**config.mk**
```make
export PLATFORM = sky130hd
export DESIGN_NAME = stc_timer
export DESIGN_NICKNAME = d
export VERILOG_FILES = /design/src/stc_prescaler.v /design/src/stc_timer.v
export VERILOG_INCLUDE_DIRS = /design/src
export SDC_FILE = /design/constraint.sdc
export NUM_CORES = 1
export LEC_CHECK = 0
export ABC_AREA = 1
export BUFFER_PORTS_ARGS = -buffer_cell sky130_fd_sc_hd__buf_4
export CAP_MARGIN = 40
export CELL_PAD_IN_SITES_DETAIL_PLACEMENT = 1
export CELL_PAD_IN_SITES_GLOBAL_PLACEMENT = 2
export CORE_MARGIN = 4
export CORE_UTILIZATION = 29
export CTS_BUF_LIST = sky130_fd_sc_hd__clkbuf_4 sky130_fd_sc_hd__clkbuf_8
export DETAILED_ROUTE_END_ITERATION = 10
export HOLD_SLACK_MARGIN = 0.02
export PLACE_DENSITY_LB_ADDON = 0.2
export SKIP_CTS_REPAIR_TIMING = 1
export SYNTH_ARGS = -nofsm -noshare
export SYNTH_HDL_FRONTEND = slang
export SYNTH_SLANG_ARGS = --single-unit
```
**constraint.sdc**
```tcl
create_clock -name I_CLOCK -period 2.6 [get_ports I_CLOCK]
set_input_delay 0.52 -clock I_CLOCK [delete_from_list [all_inputs] [get_ports I_CLOCK]]
set_output_delay 0.52 -clock I_CLOCK [all_outputs]
set_load 0.005 [all_outputs]
```
**src/stc_map.vh**
```
// register offsets, field positions, reset values and timing counts
`ifndef STC_MAP_VH
`define STC_MAP_VH
`define STC_ADDR_W 8
`define STC_OFF_CONTROL 8'h00
`define STC_OFF_LOW 8'h04
`define STC_OFF_HIGH 8'h08
`define STC_OFF_STATUS 8'h0C
`define STC_OFF_CLEAR 8'h10
`define STC_OFF_ENABLE 8'h14
`define STC_CTRL_RESET 8'h00
`define STC_BIT_WIDE 7
`define STC_BIT_TB_HI 6
`define STC_BIT_PS_HI 5
`define STC_BIT_PS_LO 4
`define STC_BIT_TB_LO 3
`define STC_BIT_NOSYNC 2
`define STC_BIT_EXTSRC 1
`define STC_BIT_ON 0
`define STC_BIT_OVF 0
`define STC_INSTR_DIV 4
`endif

```
**src/stc_prescaler.v**
```verilog
// input clock prescaler: passes one tick in 1, 2, 4 or 8
`timescale 1ns/10ps
module stc_prescaler #(
	parameter WIDTH = 3
) (
	input wire i_clk,
	input wire i_rst_n,
	input wire i_tick,
	input wire [1:0] i_sel,
	input wire i_clear,
	output wire o_tick
);
	reg [WIDTH-1:0] count;
	wire [WIDTH-1:0] last;

	// sel 00 -> 0, 01 -> 1, 10 -> 3, 11 -> 7
	assign last = (i_sel == 2'h0) ? {WIDTH{1'b0}} :
		(i_sel == 2'h1) ? {{(WIDTH-1){1'b0}}, 1'b1} :
		(i_sel == 2'h2) ? {{(WIDTH-2){1'b0}}, 2'h3} : {WIDTH{1'b1}};
	assign o_tick = i_tick && (count >= last);

	always @(posedge i_clk or negedge i_rst_n) begin
		if (!i_rst_n) begin
			count <= {WIDTH{1'b0}};
		end else if (i_clear) begin
			count <= {WIDTH{1'b0}};
		end else if (o_tick) begin
			count <= {WIDTH{1'b0}};
		end else if (i_tick) begin
			count <= count + {{(WIDTH-1){1'b0}}, 1'b1};
		end
	end
endmodule // stc_prescaler

```
**src/stc_timer.v**
```verilog
// sixteen-bit timer/counter with byte access, prescaler and apb registers
`timescale 1ns/10ps
`include "stc_map.vh"

// Overview of operation
// - the count is 16 bits, reached by software as a low and a high byte.
// - a special event trigger clears the count to zero.
// - control bit 7 chooses one 16-bit access or two independent bytes.
// - control bits 6 and 3 pick which timer feeds each capture unit.
// - control bits 5-4 divide the input clock by 1, 2, 4 or 8.
// - with the external source, bit 2 high skips synchronising the pin.
// - with the internal source bit 2 is ignored and fosc/4 is counted.
// - bit 1 picks the external pin or fosc/4, counting after a fall.
// - bit 0 high lets the count advance, low stops it.
// - the count wraps from FFFFh to 0000h and sets the overflow flag.
// - in wide mode a low read latches the high byte, a low write loads it.
// - only low-byte writes clear the prescaler.
// - a low write, or a high write outside wide mode, beats a coincident trigger; a trigger never sets overflow.
module stc_timer #(
	parameter PRESCALE_W = 3
) (
	input wire I_CLOCK,
	input wire I_RST_N,
	input wire I_PSEL,
	input wire I_PENABLE,
	input wire I_PWRITE,
	input wire [`STC_ADDR_W-1:0] I_PADDR,
	input wire [31:0] I_PWDATA,
	output reg [31:0] O_PRDATA,
	output wire O_PREADY,
	output wire O_PSLVERR,
	input wire I_EXTERNAL_CLOCK_PIN,
	input wire I_SPECIAL_TRIG,
	output reg [15:0] O_COUNT,
	output wire O_UNIT_ONE_USES_THIS,
	output wire O_UNIT_TWO_USES_THIS,
	output wire O_IRQ
);
	reg [7:0] control;
	reg [7:0] high_buffer;
	reg overflow_flag;
	reg overflow_irq_enable;
	reg [1:0] instr_div;
	reg sync_1;
	reg sync_2;
	reg sync_prev;
	reg raw_prev;
	reg armed;
	reg [15:0] next_count;
	reg [31:0] next_rdata;
	reg mapped;
	wire wide_access_enable;
	wire [1:0] timebase_sel;
	wire [1:0] prescale_sel;
	wire ext_sync_disable;
	wire clock_source_select;
	wire count_enable;
	wire setup;
	wire access;
	wire wr;
	wire wr_low;
	wire wr_high;
	wire instr_tick;
	wire ext_cur;
	wire ext_prev;
	wire ext_rise;
	wire ext_fall;
	wire src_tick;
	wire count_tick;
	wire wrap;

	assign wide_access_enable = control[`STC_BIT_WIDE];
	assign timebase_sel = {control[`STC_BIT_TB_HI], control[`STC_BIT_TB_LO]};
	assign prescale_sel = {control[`STC_BIT_PS_HI], control[`STC_BIT_PS_LO]};
	assign ext_sync_disable = control[`STC_BIT_NOSYNC];
	assign clock_source_select = control[`STC_BIT_EXTSRC];
	assign count_enable = control[`STC_BIT_ON];

	// 1x: this timer for both units, 01: unit two only, 00: neither
	assign O_UNIT_ONE_USES_THIS = timebase_sel[1];
	assign O_UNIT_TWO_USES_THIS = timebase_sel[1] | timebase_sel[0];

	// zero-wait slave: every access phase completes at once
	assign setup = I_PSEL && !I_PENABLE;
	assign access = I_PSEL && I_PENABLE;
	assign O_PREADY = 1'b1;
	assign wr = access && I_PWRITE && !O_PSLVERR;
	assign wr_low = wr && (I_PADDR == `STC_OFF_LOW);
	assign wr_high = wr && (I_PADDR == `STC_OFF_HIGH);

	always @* begin
		if (I_PADDR == `STC_OFF_CONTROL) begin
			mapped = 1'b1;
		end else if (I_PADDR == `STC_OFF_LOW) begin
			mapped = 1'b1;
		end else if (I_PADDR == `STC_OFF_HIGH) begin
			mapped = 1'b1;
		end else if (I_PADDR == `STC_OFF_STATUS) begin
			mapped = 1'b1;
		end else if (I_PADDR == `STC_OFF_CLEAR) begin
			mapped = 1'b1;
		end else if (I_PADDR == `STC_OFF_ENABLE) begin
			mapped = 1'b1;
		end else begin
			mapped = 1'b0;
		end
	end
	assign O_PSLVERR = access && !mapped;

	// instruction clock: one enable in every four system clocks
	assign instr_tick = ({30'h0, instr_div} == (`STC_INSTR_DIV - 1));

	always @(posedge I_CLOCK or negedge I_RST_N) begin
		if (!I_RST_N) begin
			instr_div <= 2'h0;
		end else begin
			instr_div <= instr_div + 2'h1;
		end
	end

	// pin sampling: synchronised path adds two flops of latency
	always @(posedge I_CLOCK or negedge I_RST_N) begin
		if (!I_RST_N) begin
			sync_1 <= 1'b0;
			sync_2 <= 1'b0;
			sync_prev <= 1'b0;
			raw_prev <= 1'b0;
		end else begin
			sync_1 <= I_EXTERNAL_CLOCK_PIN;
			sync_2 <= sync_1;
			sync_prev <= sync_2;
			raw_prev <= I_EXTERNAL_CLOCK_PIN;
		end
	end

	assign ext_cur = ext_sync_disable ? I_EXTERNAL_CLOCK_PIN : sync_2;
	assign ext_prev = ext_sync_disable ? raw_prev : sync_prev;
	assign ext_rise = ext_cur && !ext_prev;
	assign ext_fall = !ext_cur && ext_prev;

	// a high pin at switch-on must not give a false first edge
	always @(posedge I_CLOCK or negedge I_RST_N) begin
		if (!I_RST_N) begin
			armed <= 1'b0;
		end else if (!clock_source_select || !count_enable) begin
			armed <= 1'b0;
		end else if (ext_fall) begin
			armed <= 1'b1;
		end
	end

	// internal source never looks at the sync bit
	assign src_tick = clock_source_select ? (armed && ext_rise)
		: instr_tick;

	// prescaler sees no ticks while stopped, so it holds too
	stc_prescaler #(
		.WIDTH(PRESCALE_W)
	) u_prescaler (
		.i_clk(I_CLOCK),
		.i_rst_n(I_RST_N),
		.i_tick(src_tick && count_enable),
		.i_sel(prescale_sel),
		.i_clear(wr_low),
		.o_tick(count_tick)
	);

	assign wrap = count_tick && (O_COUNT == 16'hFFFF) && !wr_low &&
		!(wr_high && !wide_access_enable);

	always @* begin
		next_count = O_COUNT;
		if (wr_low) begin
			if (wide_access_enable) begin
				next_count = {high_buffer, I_PWDATA[7:0]};
			end else begin
				next_count = {O_COUNT[15:8], I_PWDATA[7:0]};
			end
		end else if (wr_high && !wide_access_enable) begin
			next_count = {I_PWDATA[7:0], O_COUNT[7:0]};
		end else if (I_SPECIAL_TRIG) begin
			next_count = 16'h0000;
		end else if (count_tick) begin
			next_count = O_COUNT + 16'h0001;
		end
	end

	// a wide high write only touches the buffer, so it does not beat a trigger
	always @(posedge I_CLOCK or negedge I_RST_N) begin
		if (!I_RST_N) begin
			O_COUNT <= 16'h0000;
		end else begin
			O_COUNT <= next_count;
		end
	end

	always @(posedge I_CLOCK or negedge I_RST_N) begin
		if (!I_RST_N) begin
			high_buffer <= 8'h00;
		end else if (wr_high && wide_access_enable) begin
			high_buffer <= I_PWDATA[7:0];
		end else if (setup && !I_PWRITE && wide_access_enable &&
			I_PADDR == `STC_OFF_LOW) begin
			high_buffer <= O_COUNT[15:8];
		end
	end

	always @(posedge I_CLOCK or negedge I_RST_N) begin
		if (!I_RST_N) begin
			control <= `STC_CTRL_RESET;
			overflow_irq_enable <= 1'b0;
		end else if (wr && I_PADDR == `STC_OFF_CONTROL) begin
			control <= I_PWDATA[7:0];
		end else if (wr && I_PADDR == `STC_OFF_ENABLE) begin
			overflow_irq_enable <= I_PWDATA[`STC_BIT_OVF];
		end
	end

	// set wins over a clear in the same cycle; trigger resets never set it
	always @(posedge I_CLOCK or negedge I_RST_N) begin
		if (!I_RST_N) begin
			overflow_flag <= 1'b0;
		end else if (wrap && !I_SPECIAL_TRIG) begin
			overflow_flag <= 1'b1;
		end else if (wr && I_PADDR == `STC_OFF_CLEAR &&
			I_PWDATA[`STC_BIT_OVF]) begin
			overflow_flag <= 1'b0;
		end
	end

	assign O_IRQ = overflow_flag && overflow_irq_enable;

	// read data is captured in the setup cycle, with the low-read latch
	always @* begin
		next_rdata = 32'h00000000;
		if (I_PADDR == `STC_OFF_CONTROL) begin
			next_rdata[7:0] = control;
		end else if (I_PADDR == `STC_OFF_LOW) begin
			next_rdata[7:0] = O_COUNT[7:0];
		end else if (I_PADDR == `STC_OFF_HIGH) begin
			next_rdata[7:0] = wide_access_enable ? high_buffer
				: O_COUNT[15:8];
		end else if (I_PADDR == `STC_OFF_STATUS) begin
			next_rdata[`STC_BIT_OVF] = overflow_flag;
		end else if (I_PADDR == `STC_OFF_ENABLE) begin
			next_rdata[`STC_BIT_OVF] = overflow_irq_enable;
		end
	end

	always @(posedge I_CLOCK or negedge I_RST_N) begin
		if (!I_RST_N) begin
			O_PRDATA <= 32'h00000000;
		end else if (setup && !I_PWRITE) begin
			O_PRDATA <= next_rdata;
		end
	end
endmodule // stc_timer

```
==> impl_results.md, run 1 <==
* Initial antenna violation count at 0
* Synth async-reset ratio at 100%
* H-tree lvl count at 2
* Num CTS Buffers at 5
* Drt first pass iters at 4
* Post-route ant nets at 0
* Final Cycle Share at 87.6%
* RSZ-0062 raised after global routing: false
* Largest net degree at the start of global routing at 52
* Total Routing Usage GR at 17.0%
* Clock Path Buffers at 2
* YS warnings at 0
* CP cell instances: or2_2, ha_1, nand3_1, o211ai_1, nand3_1, nand2_1, inv_1, nand2_1, nand2_2, inv_2, nand2_1, nand2_1
* Fraction of final layout cells sized beyond drive strength 1 at 17.5%
* Grt ovf at 0
* CP Max Fanout at 9
* Max-cap violations at 0
* Routed wire per std cell at around 17 µm
* Setup slack, reg-to-reg at 320 ps
* Clock latency on the worst-skew pair at between 300 and 400 ps
* CP Depth at 12
* Total power at 1.60 mW
* Post-synthesis sequential area ratio at between 30% and 40%
* Crit-path max cell delay at 430 ps
* Fill cells at about 1,500
* Post-Syn Instances at 500
* Synth top area share at 36.3%
* Post-DP HPWL at 9170 µm
* Tmin final at 2280 ps
* Initial drt markers at 130
* F_max at roughly 440 MHz
* Clock Skew at 12.4 ps
* Predominant post-synthesis flop cell: dfrtp_1
* Max rail drop VDD at 148 µV
* Pwr Density at 392 nW/µm²
* Starting density of the core at 30.1%
* Post-synthesis cell type count at 39
* Mapped Area at around 3500 µm²
* Most frequent cells in the layout: nand2_1 (168), buf_4 (57), dfrtp_1 (51)
* Final setup viols at 0
* Root Driver: clkbuf_8
* Clock sink count at 51
* Die H at 118 µm
* Most common cell after layout, fill and taps aside: nand2_1
* Number of global-route vias before repair at 3,499
* Worst path slowest cell: dfrtp_1
* #FFs+latches synth at 51
* Wire length of the first global-routing pass at between 15,000 and 20,000 µm
* Cell depth of the worst flop-to-flop path at 12
* Slew @ Worst Pin at between 600 and 700 ps
* Status: finished, final reports clean
* Worst path required time at 2860 ps
* Hold Path Class: in2async
* Hold Fails Final Rpt at 0
* Worst EP arrival at 2540 ps
* Crit. End Element: register
* Placed insts at 689
* Core box area at 11,700 µm²
* Setup TNS at 0 ps
* CP startpoint kind: register
* CTS tree: yes
* Num rows at 39
* Placer congestion estimate at roughly 0.8
* Layout Utilization at 34.9%
* Syn avg cell area at 7.03 µm²
* Cell taking the most area after synthesis: dfrtp_1
* Top cell by count, worst path: nand2_1
* Vias at 3,366
* DRT Wirelength at 11,600 µm
* CP delay by family, top: simple AND/OR/NAND/NOR gates
* Top Ports at 100
* P_leak at 2.07 nW
* Fin cells at ~700
* Nets at 606
* Critical path class: reg2reg
* Residual DRC at 0
* Diodes inserted at 0
* Max-Slew Margin vs Limit at 53.7%
* Max-slew violation count at 0
* Port-buffer cells at 50
* Die width at around 120 µm
* Layout area overhead at 15.9%
* Reg clk slew, reported paths at 100 ps
* Die Area at 13,900 µm²
* Synth top area cells: dfrtp_1 (36%), nand2_1 (18%), nand3_1 (6.4%)
* CP bufs+invs at 2
* Post-synth EDFFs at 0
* Vias/cell at 4.83
-- worst reg2reg max path: cells and delay by family (launching register included) --
kind / cells / cell delay, ps
AOI/OAI and AO/OA: 1 / 130
adders and majority gates: 1 / 280
buffers and inverters: 2 / 260
DFF: 1 / 430
and+or+nand+nor: 8 / 1120
-- state kept, by name, summed over array words and instances, names as in the netlist, 2 cells and up --
| name | count |
|---|---|
| O_COUNT | 16 |
| O_PRDATA | 8 |
| control | 8 |
| high_buffer | 8 |
| u_prescaler.count | 3 |
| instr_div | 2 |
-- cell usage after synthesis (6+ instances only) --
cell       n
inv_1     40
nor3_1    10
o21ai_0   20
o21ai_1   11
nand4_1    7
nand3_1   45
dfrtp_1   51
nor2_1    43
inv_2      8
a21oi_1    9
nand2_1  168
ha_1       6
buf_4     28
-- path summary, 6_finish.rpt --
check,end,from
setup reg to reg,O_COUNT[4]$_DFFE_PN0P_,control[5]$_DFFE_PN0P_
min in group I_CLOCK,raw_prev$_DFF_PN0_,I_EXTERNAL_CLOCK_PIN
hold / removal,instr_div[1]$_DFF_PN0_,I_RST_N
hold reg to reg,sync_prev$_DFF_PN0_,sync_2$_DFF_PN0_
setup / recovery,O_COUNT[4]$_DFFE_PN0P_,control[5]$_DFFE_PN0P_
max in group asynchronous,O_COUNT[14]$_DFFE_PN0P_,I_RST_N
-- cell type report --
type                            count  area, µm²  area share (%)
Clock inverter                      3       46.3            1.14
Multi-Input combinational cell    389       1890            46.4
Clock buffer                        5       68.8            1.69
Sequential cell                    51       1280            31.3
Inverter                           49        184            4.51
Timing Repair Buffer               57        428            10.5
Tap cell                          143        179            4.39
-- cell families after synthesis --
logic type	share of synthesized area, %
other	0.214
buffers and inverters	12.3
AOI/OAI and AO/OA	8.54
muxes	0.285
xor gates and xnor gates	1.74
DFF	36.3
adders and majority gates	2.14
and+or+nand+nor	38.4
-- where the power goes --
group | switching [mW] | internal, mW
Sequential | 0.0179 | 0.805
Combinational | 0.110 | 0.0602
Clock | 0.313 | 0.291
-- stage by stage --
step,hold WS [ps],cell area [µm²],setup slack [ps]
after floorplan,224,3600,748
after global placement,367,3960,245
after detailed placement,370,3960,165
after CTS,254,4070,292
after global routing,277,4070,124
final,227,4070,323
-- routing by layer --
metal	vias to the layer above	global-route usage, %	part of all wire, %
met5	-	0	0
met4	0	4.62	1.5
met3	13	2.93	3.5
met2	65	27.8	47
met1	1624	23.1	48
li1	1664	-	-
Power figures use the tool's default switching activity.
==> inputs of run 2 (changes only) <==
--- a/config.mk
+++ b/config.mk
@@ -17,6 +17,7 @@
 export DETAILED_ROUTE_END_ITERATION = 10
 export HOLD_SLACK_MARGIN = 0.02
 export PLACE_DENSITY_LB_ADDON = 0.2
+export RECOVER_POWER = 25
 export SKIP_CTS_REPAIR_TIMING = 1
 export SYNTH_ARGS = -nofsm -noshare
 export SYNTH_HDL_FRONTEND = slang
==> run 2 against run 1 <==
Compared with the run above: final cell count did not move; critical path depth did not move; flip-flop and latch count did not move; sequential power barely moved; clock skew barely moved; highest routed layer unchanged.
==> impl_results.md, run 2 (synthesized netlist as in run 1, its figures left out) <==
* Min-delay src: I_EXTERNAL_CLOCK_PIN
* Post-DP HPWL at 9170 µm (unchanged)
* Max rail drop VDD at 148 µV (about the same)
* Final Cycle Share at 87.6% (about the same)
* Fin cells at 697 (unchanged)
* Post-route ant nets at 0 (unchanged)
* Die Area at 13,900 µm² (unchanged)
* Nets at 606 (unchanged)
* Setup TNS at 0 ps (unchanged)
* Worst R2R End: O_COUNT[4]$_DFFE_PN0P_
* Max-slew violation count at 0 (unchanged)
* Routed wire per std cell at 16.6 µm (about the same)
* CP cell instances: or2_2, ha_1, nand3_1, o211ai_1, nand3_1, nand2_1, inv_1, nand2_1, nand2_2, inv_2, nand2_1, nand2_1
* Reg with most FFs: O_COUNT
* F_max at 439 MHz (unchanged)
* Critical path class: reg2reg
* Status: finished, final reports clean
* Clock Skew at 12.4 ps (-0.00620 ps)
* Final setup viols at 0 (unchanged)
* RR Startpoint: control[5]$_DFFE_PN0P_
* Diodes inserted at 0 (unchanged)
* Drt first pass iters at 4 (unchanged)
* Worst EP arrival at 2540 ps (about the same)
* Max reg flops at 16 (unchanged)
* Placer congestion estimate at 0.816 (unchanged)
* Grt ovf at 0 (unchanged)
* Hold Path End: raw_prev$_DFF_PN0_
* Tmin final at 2280 ps (-0.00100 ps)
* CP bufs+invs at 2 (unchanged)
* Top Ports at 100 (unchanged)
* Worst path required time at 2860 ps (about the same)
* Total Routing Usage GR at 17.0% (unchanged)
* Die width at 118 µm (unchanged)
* Top cell by count, worst path: nand2_1
* Max-cap violations at 0 (unchanged)
* CTS tree: yes
* Vias/cell at 4.83 (about the same)
* Pwr Density at 392 nW/µm² (about the same)
* Layout area overhead at 15.8% (about the same)
* Most common cell after layout, fill and taps aside: nand2_1
* Clock sink count at 51 (unchanged)
* Fill cells at 1,470 (+0.068%)
* Port-buffer cells at 50 (unchanged)
* Residual DRC at 0 (unchanged)
* Most frequent cells in the layout: nand2_1 (168), buf_4 (55), dfrtp_1 (51)
* Setup slack, reg-to-reg at 320 ps (about the same)
* Num rows at 39 (unchanged)
* RSZ-0062 raised after global routing: false
* Worst Hold Depth at 1
* Root Driver: clkbuf_8
* Final setup margin at 323 ps (+0.00100 ps)
* Vias at 3,367 (+0.030%)
* H-tree lvl count at 2 (unchanged)
* Reg clk slew, reported paths at 100 ps (about the same)
* Max-Slew Margin vs Limit at 9.52% (-44 points)
* Number of global-route vias before repair at 3,499 (unchanged)
* Placed insts at 689 (unchanged)
* Num CTS Buffers at 5 (unchanged)
* DRT Wirelength at 11,600 µm (about the same)
* Cell depth of the worst flop-to-flop path at 12 (unchanged)
* Slew @ Worst Pin at 1360 ps (+662 ps)
* Die H at 118 µm (unchanged)
* Core box area at 11,700 µm² (unchanged)
* Crit. End Element: register
* CP Max Fanout at 9 (unchanged)
* Crit-path max cell delay at 430 ps (about the same)
* Initial antenna violation count at 0 (unchanged)
* Layout Utilization at 34.9% (about the same)
* Largest net degree at the start of global routing at 52 (unchanged)
* Clock latency on the worst-skew pair at 330 ps (about the same)
* Pre-CTS setup slack at 165 ps (unchanged)
* P_leak at 2.06 nW (about the same)
* CP startpoint kind: register
* Wire length of the first global-routing pass at 19,100 µm (unchanged)
* Fraction of final layout cells sized beyond drive strength 1 at 17.5% (unchanged)
* CP delay by family, top: simple AND/OR/NAND/NOR gates
* Initial drt markers at 131 (+0.77%)
* Hold Path Class: in2reg
* Clock Path Buffers at 2 (unchanged)
* Starting density of the core at 30.1% (unchanged)
* Hold Fails Final Rpt at 0 (unchanged)
* Worst path slowest cell: dfrtp_1
[run 2: cell count changes in the layout (fill, tap and decap cells not counted)]
cell,previous run,this run
buf_4,57,55
clkbuf_2,0,1
clkbuf_4,0,1
[run 2: worst max-delay path by stage]
stage	to	depth (start not counted)	start	slack [ps]
after global routing	O_COUNT[5]$_DFFE_PN0P_	12	control[5]$_DFFE_PN0P_	120
after floorplan	O_COUNT[0]$_DFFE_PN0P_	12	control[5]$_DFFE_PN0P_	750
after CTS	O_COUNT[5]$_DFFE_PN0P_	12	control[5]$_DFFE_PN0P_	290
after detailed placement	O_COUNT[12]$_DFFE_PN0P_	13	I_PADDR[7]	160
final	O_COUNT[4]$_DFFE_PN0P_	12	control[5]$_DFFE_PN0P_	320
after global placement	O_COUNT[12]$_DFFE_PN0P_	13	I_PADDR[7]	240
[run 2: power breakdown]
part,switching [mW],leakage [nW],internal [mW]
Sequential,0.0178,0.692,0.805
Clock,0.313,0.0548,0.291
Combinational,0.110,1.32,0.0597
Total,0.441,2.06,1.16
[run 2: per-stage QoR]
step | hold slack (ps) | total power, mW | cell area (µm²)
after floorplan | 224 | 0.935 | 3600
after global placement | 367 | 1.01 | 3960
after detailed placement | 370 | 1.01 | 3960
after CTS | 254 | 1.62 | 4070
after global routing | 317 | 1.68 | 4070
final | 336 | 1.60 | 4070
[run 2: worst register-to-register path, cell delays in order, from the launching register on]
cell	delay [ps]
dfrtp_1	430
or2_2	300
ha_1	280
nand3_1	60
o211ai_1	130
nand3_1	270
nand2_1	130
inv_1	70
nand2_1	70
nand2_2	150
inv_2	190
nand2_1	80
nand2_1	60
[run 2: layer usage]
layer | global-route usage (%) | share of wire [%] | vias up
met5 | 0 | 0 | -
met4 | 4.62 | 1.5 | 0
met3 | 2.93 | 3.5 | 13
met2 | 27.8 | 47 | 65
met1 | 23.1 | 48 | 1624
li1 | - | - | 1665
[run 2: area by class of cell]
type | count | area (µm²) | share of cell area, %
clock inverter | 3 | 46.3 | 1.14
inverter | 49 | 184 | 4.52
multi-input combinational | 389 | 1890 | 46.5
clock buffer | 5 | 68.8 | 1.69
timing repair buffer | 57 | 425 | 10.4
tap | 143 | 179 | 4.39
sequential | 51 | 1280 | 31.3
==> inputs of run 3 (changes only) <==
--- a/config.mk
+++ b/config.mk
@@ -18,6 +18,7 @@
 export HOLD_SLACK_MARGIN = 0.02
 export PLACE_DENSITY_LB_ADDON = 0.2
 export RECOVER_POWER = 25
+export REMOVE_ABC_BUFFERS = 1
 export SKIP_CTS_REPAIR_TIMING = 1
 export SYNTH_ARGS = -nofsm -noshare
 export SYNTH_HDL_FRONTEND = slang
==> run 3 against run 2 <==
Compared with the run above: global-route usage fell by 0.59 points; critical endpoint is now O_COUNT[2]$_DFFE_PN0P_; critical path type unchanged; sequential share of layout area decreased by 0.16 points; worst hold slack improved by 4.1 ps; worst setup slack improved by 54 ps.
==> impl_results.md, run 3 (synthesized netlist as in run 1, its figures left out) <==
* Most frequent cells in the layout: nand2_1 (168), buf_4 (57), dfrtp_1 (51)
* Hold Path Class: in2reg
* Layout area overhead at 16.4%
* Fraction of final layout cells sized beyond drive strength 1 at 17.8% (+0.30 points)
* Reg with most FFs: O_COUNT
* Max reg flops at 16 (unchanged)
* Vias at 3,289 (-2.3%)
* Diodes inserted at 0 (unchanged)
* Post-DP HPWL at 8920 µm (-2.7%)
* Hold Fails Final Rpt at 0 (unchanged)
* CP cell instances: or2_2, ha_1, nand3_1, o211ai_1, nand3_1, nand2_1, inv_1, nand2_1, nand2_2, buf_4, nand2_1, nand2_1
* CTS tree: yes
* Wire length of the first global-routing pass at 18,400 µm (-3.4%)
* Final setup viols at 0 (unchanged)
* F_max at 450 MHz (+2.4%)
* Crit-path max cell delay at 430 ps (about the same)
* FF+latch area at 1280 µm² (unchanged)
* Status: finished, final reports clean
* Worst path required time at 2810 ps (-50 ps)
* Initial antenna violation count at 0 (unchanged)
* Final Cycle Share at 85.5% (-2.1 points)
* Initial drt markers at 138 (+5.3%)
* Routed wire per std cell at 16.0 µm (-3.8%)
* Core box area at 11,700 µm² (unchanged)
* Clock sink count at 51 (unchanged)
* Max rail drop VDD at 212 µV (+43%)
* Worst path slowest cell: dfrtp_1
* Largest net degree at the start of global routing at 52 (unchanged)
* Die Area at 13,900 µm² (unchanged)
* Worst EP arrival at 2430 ps (-110 ps)
* Vias/cell at 4.71 (-2.6%)
* Post-route ant nets at 0 (unchanged)
* Nets at 608 (+0.33%)
* Port-buffer cells at 50 (unchanged)
* DRT Wirelength at 11,200 µm (-3.5%)
* Num rows at 39 (unchanged)
* Clock Path Buffers at 2 (unchanged)
* Pre-CTS setup slack at 359 ps (+194 ps)
* H-tree lvl count at 2 (unchanged)
* RSZ-0062 raised after global routing: false
* CP startpoint kind: register
* Hold Worst Slack at 340 ps (+4.10 ps)
* Fin cells at 699 (+0.29%)
* Max-slew violation count at 0 (unchanged)
* Drt first pass iters at 4 (unchanged)
* Die H at 118 µm (unchanged)
* Pwr Density at 390 nW/µm² (-0.60%)
* Residual DRC at 0 (unchanged)
* Max-cap violations at 0 (unchanged)
* Setup TNS at 0 ps (unchanged)
* Tmin final at 2220 ps (-54.2 ps)
* Area of the multi-input gates at 1890 µm² (unchanged)
* Slew @ Worst Pin at 1300 ps (-55.5 ps)
* Starting density of the core at 30.1% (unchanged)
* Fill cells at 1,515 (+3.1%)
* Layout Utilization at 35.1% (+0.18 points)
* Reg clk slew, reported paths at 100 ps (about the same)
* Placed insts at 691 (+0.29%)
* Top cell by count, worst path: nand2_1
* Clock Skew at 9.06 ps (-3.33 ps)
* Most common cell after layout, fill and taps aside: nand2_1
* Die width at 118 µm (unchanged)
* Max-Slew Margin vs Limit at 13.2% (+3.7 points)
* Total Routing Usage GR at 16.4% (-0.59 points)
* Num CTS Buffers at 5 (unchanged)
* Grt ovf at 0 (unchanged)
* Placer congestion estimate at 0.819 (+0.45%)
* Top Ports at 100 (unchanged)
* Cell depth of the worst flop-to-flop path at 12 (unchanged)
* Clock latency on the worst-skew pair at 320 ps (about the same)
* Root Driver: clkbuf_8
* Critical path class: reg2reg
* Number of global-route vias before repair at 3,453 (-1.3%)
* CP Max Fanout at 6 (-3)
* Crit. End Element: register
* P_leak at 2.08 nW (+0.74%)
* Worst Hold Depth at 1 (unchanged)
* Final setup margin at 377 ps (+54.2 ps)
-- run 3: cell count changes in the layout (fill, tap and decap cells not counted) --
cell        change
buf_4           +2
clkbuf_8        +1
clkinvlp_4      -1
-- run 3: power breakdown --
group	leakage (nW)	switching, mW	total, mW	internal, mW
Clock	0.0618	0.289	0.606	0.317
Combinational	1.33	0.105	0.164	0.0593
Sequential	0.692	0.0197	0.825	0.805
-- run 3: critical path: cells and delay by family (launching register included) --
| kind | cells | cell delay [ps] |
|---|---|---|
| compound gates | 1 | 130 |
| buf+inv | 2 | 250 |
| fa+ha+maj | 1 | 270 |
| simple gates | 8 | 1040 |
| flops | 1 | 430 |
-- run 3: layer usage --
metal / wire length (µm) / share of wire [%] / track usage (%) / vias to the layer above
met5: 0 / 0 / 0 / -
met4: 65 / 0.58 / 2.42 / 0
met3: 261 / 2.3 / 2.79 / 5
met2: 5270 / 47 / 27.4 / 44
met1: 5580 / 50 / 22.7 / 1573
li1: - / - / - / 1667
-- run 3: path summary, 6_finish.rpt --
path,from,slack (ps),to
min reg2reg,raw_prev$_DFF_PN0_,390,sync_2$_DFF_PN0_
max,control[5]$_DFFE_PN0P_,380,O_COUNT[2]$_DFFE_PN0P_
max in group asynchronous,I_RST_N,1330,O_COUNT[10]$_DFFE_PN0P_
min,I_EXTERNAL_CLOCK_PIN,340,raw_prev$_DFF_PN0_
max reg2reg,control[5]$_DFFE_PN0P_,380,O_COUNT[2]$_DFFE_PN0P_
min in group asynchronous,I_RST_N,480,O_PRDATA[0]$_DFFE_PN0P_
-- run 3: final cells by class --
type	count	share of cell area, %
well taps	143	4.37
repair buffers	59	10.8
inverters	49	4.49
multi-input cells	389	46.2
clock buffers	6	2.02
flip-flops and latches	51	31.2
clock inverters	2	0.948
-- run 3: through the flow --
stage / total power [mW] / area, µm²
final: 1.60 / 4090
after global routing: 1.69 / 4090
after CTS: 1.62 / 4100
after detailed placement: 1.01 / 3970
after global placement: 1.00 / 3970
after floorplan: 0.905 / 3350
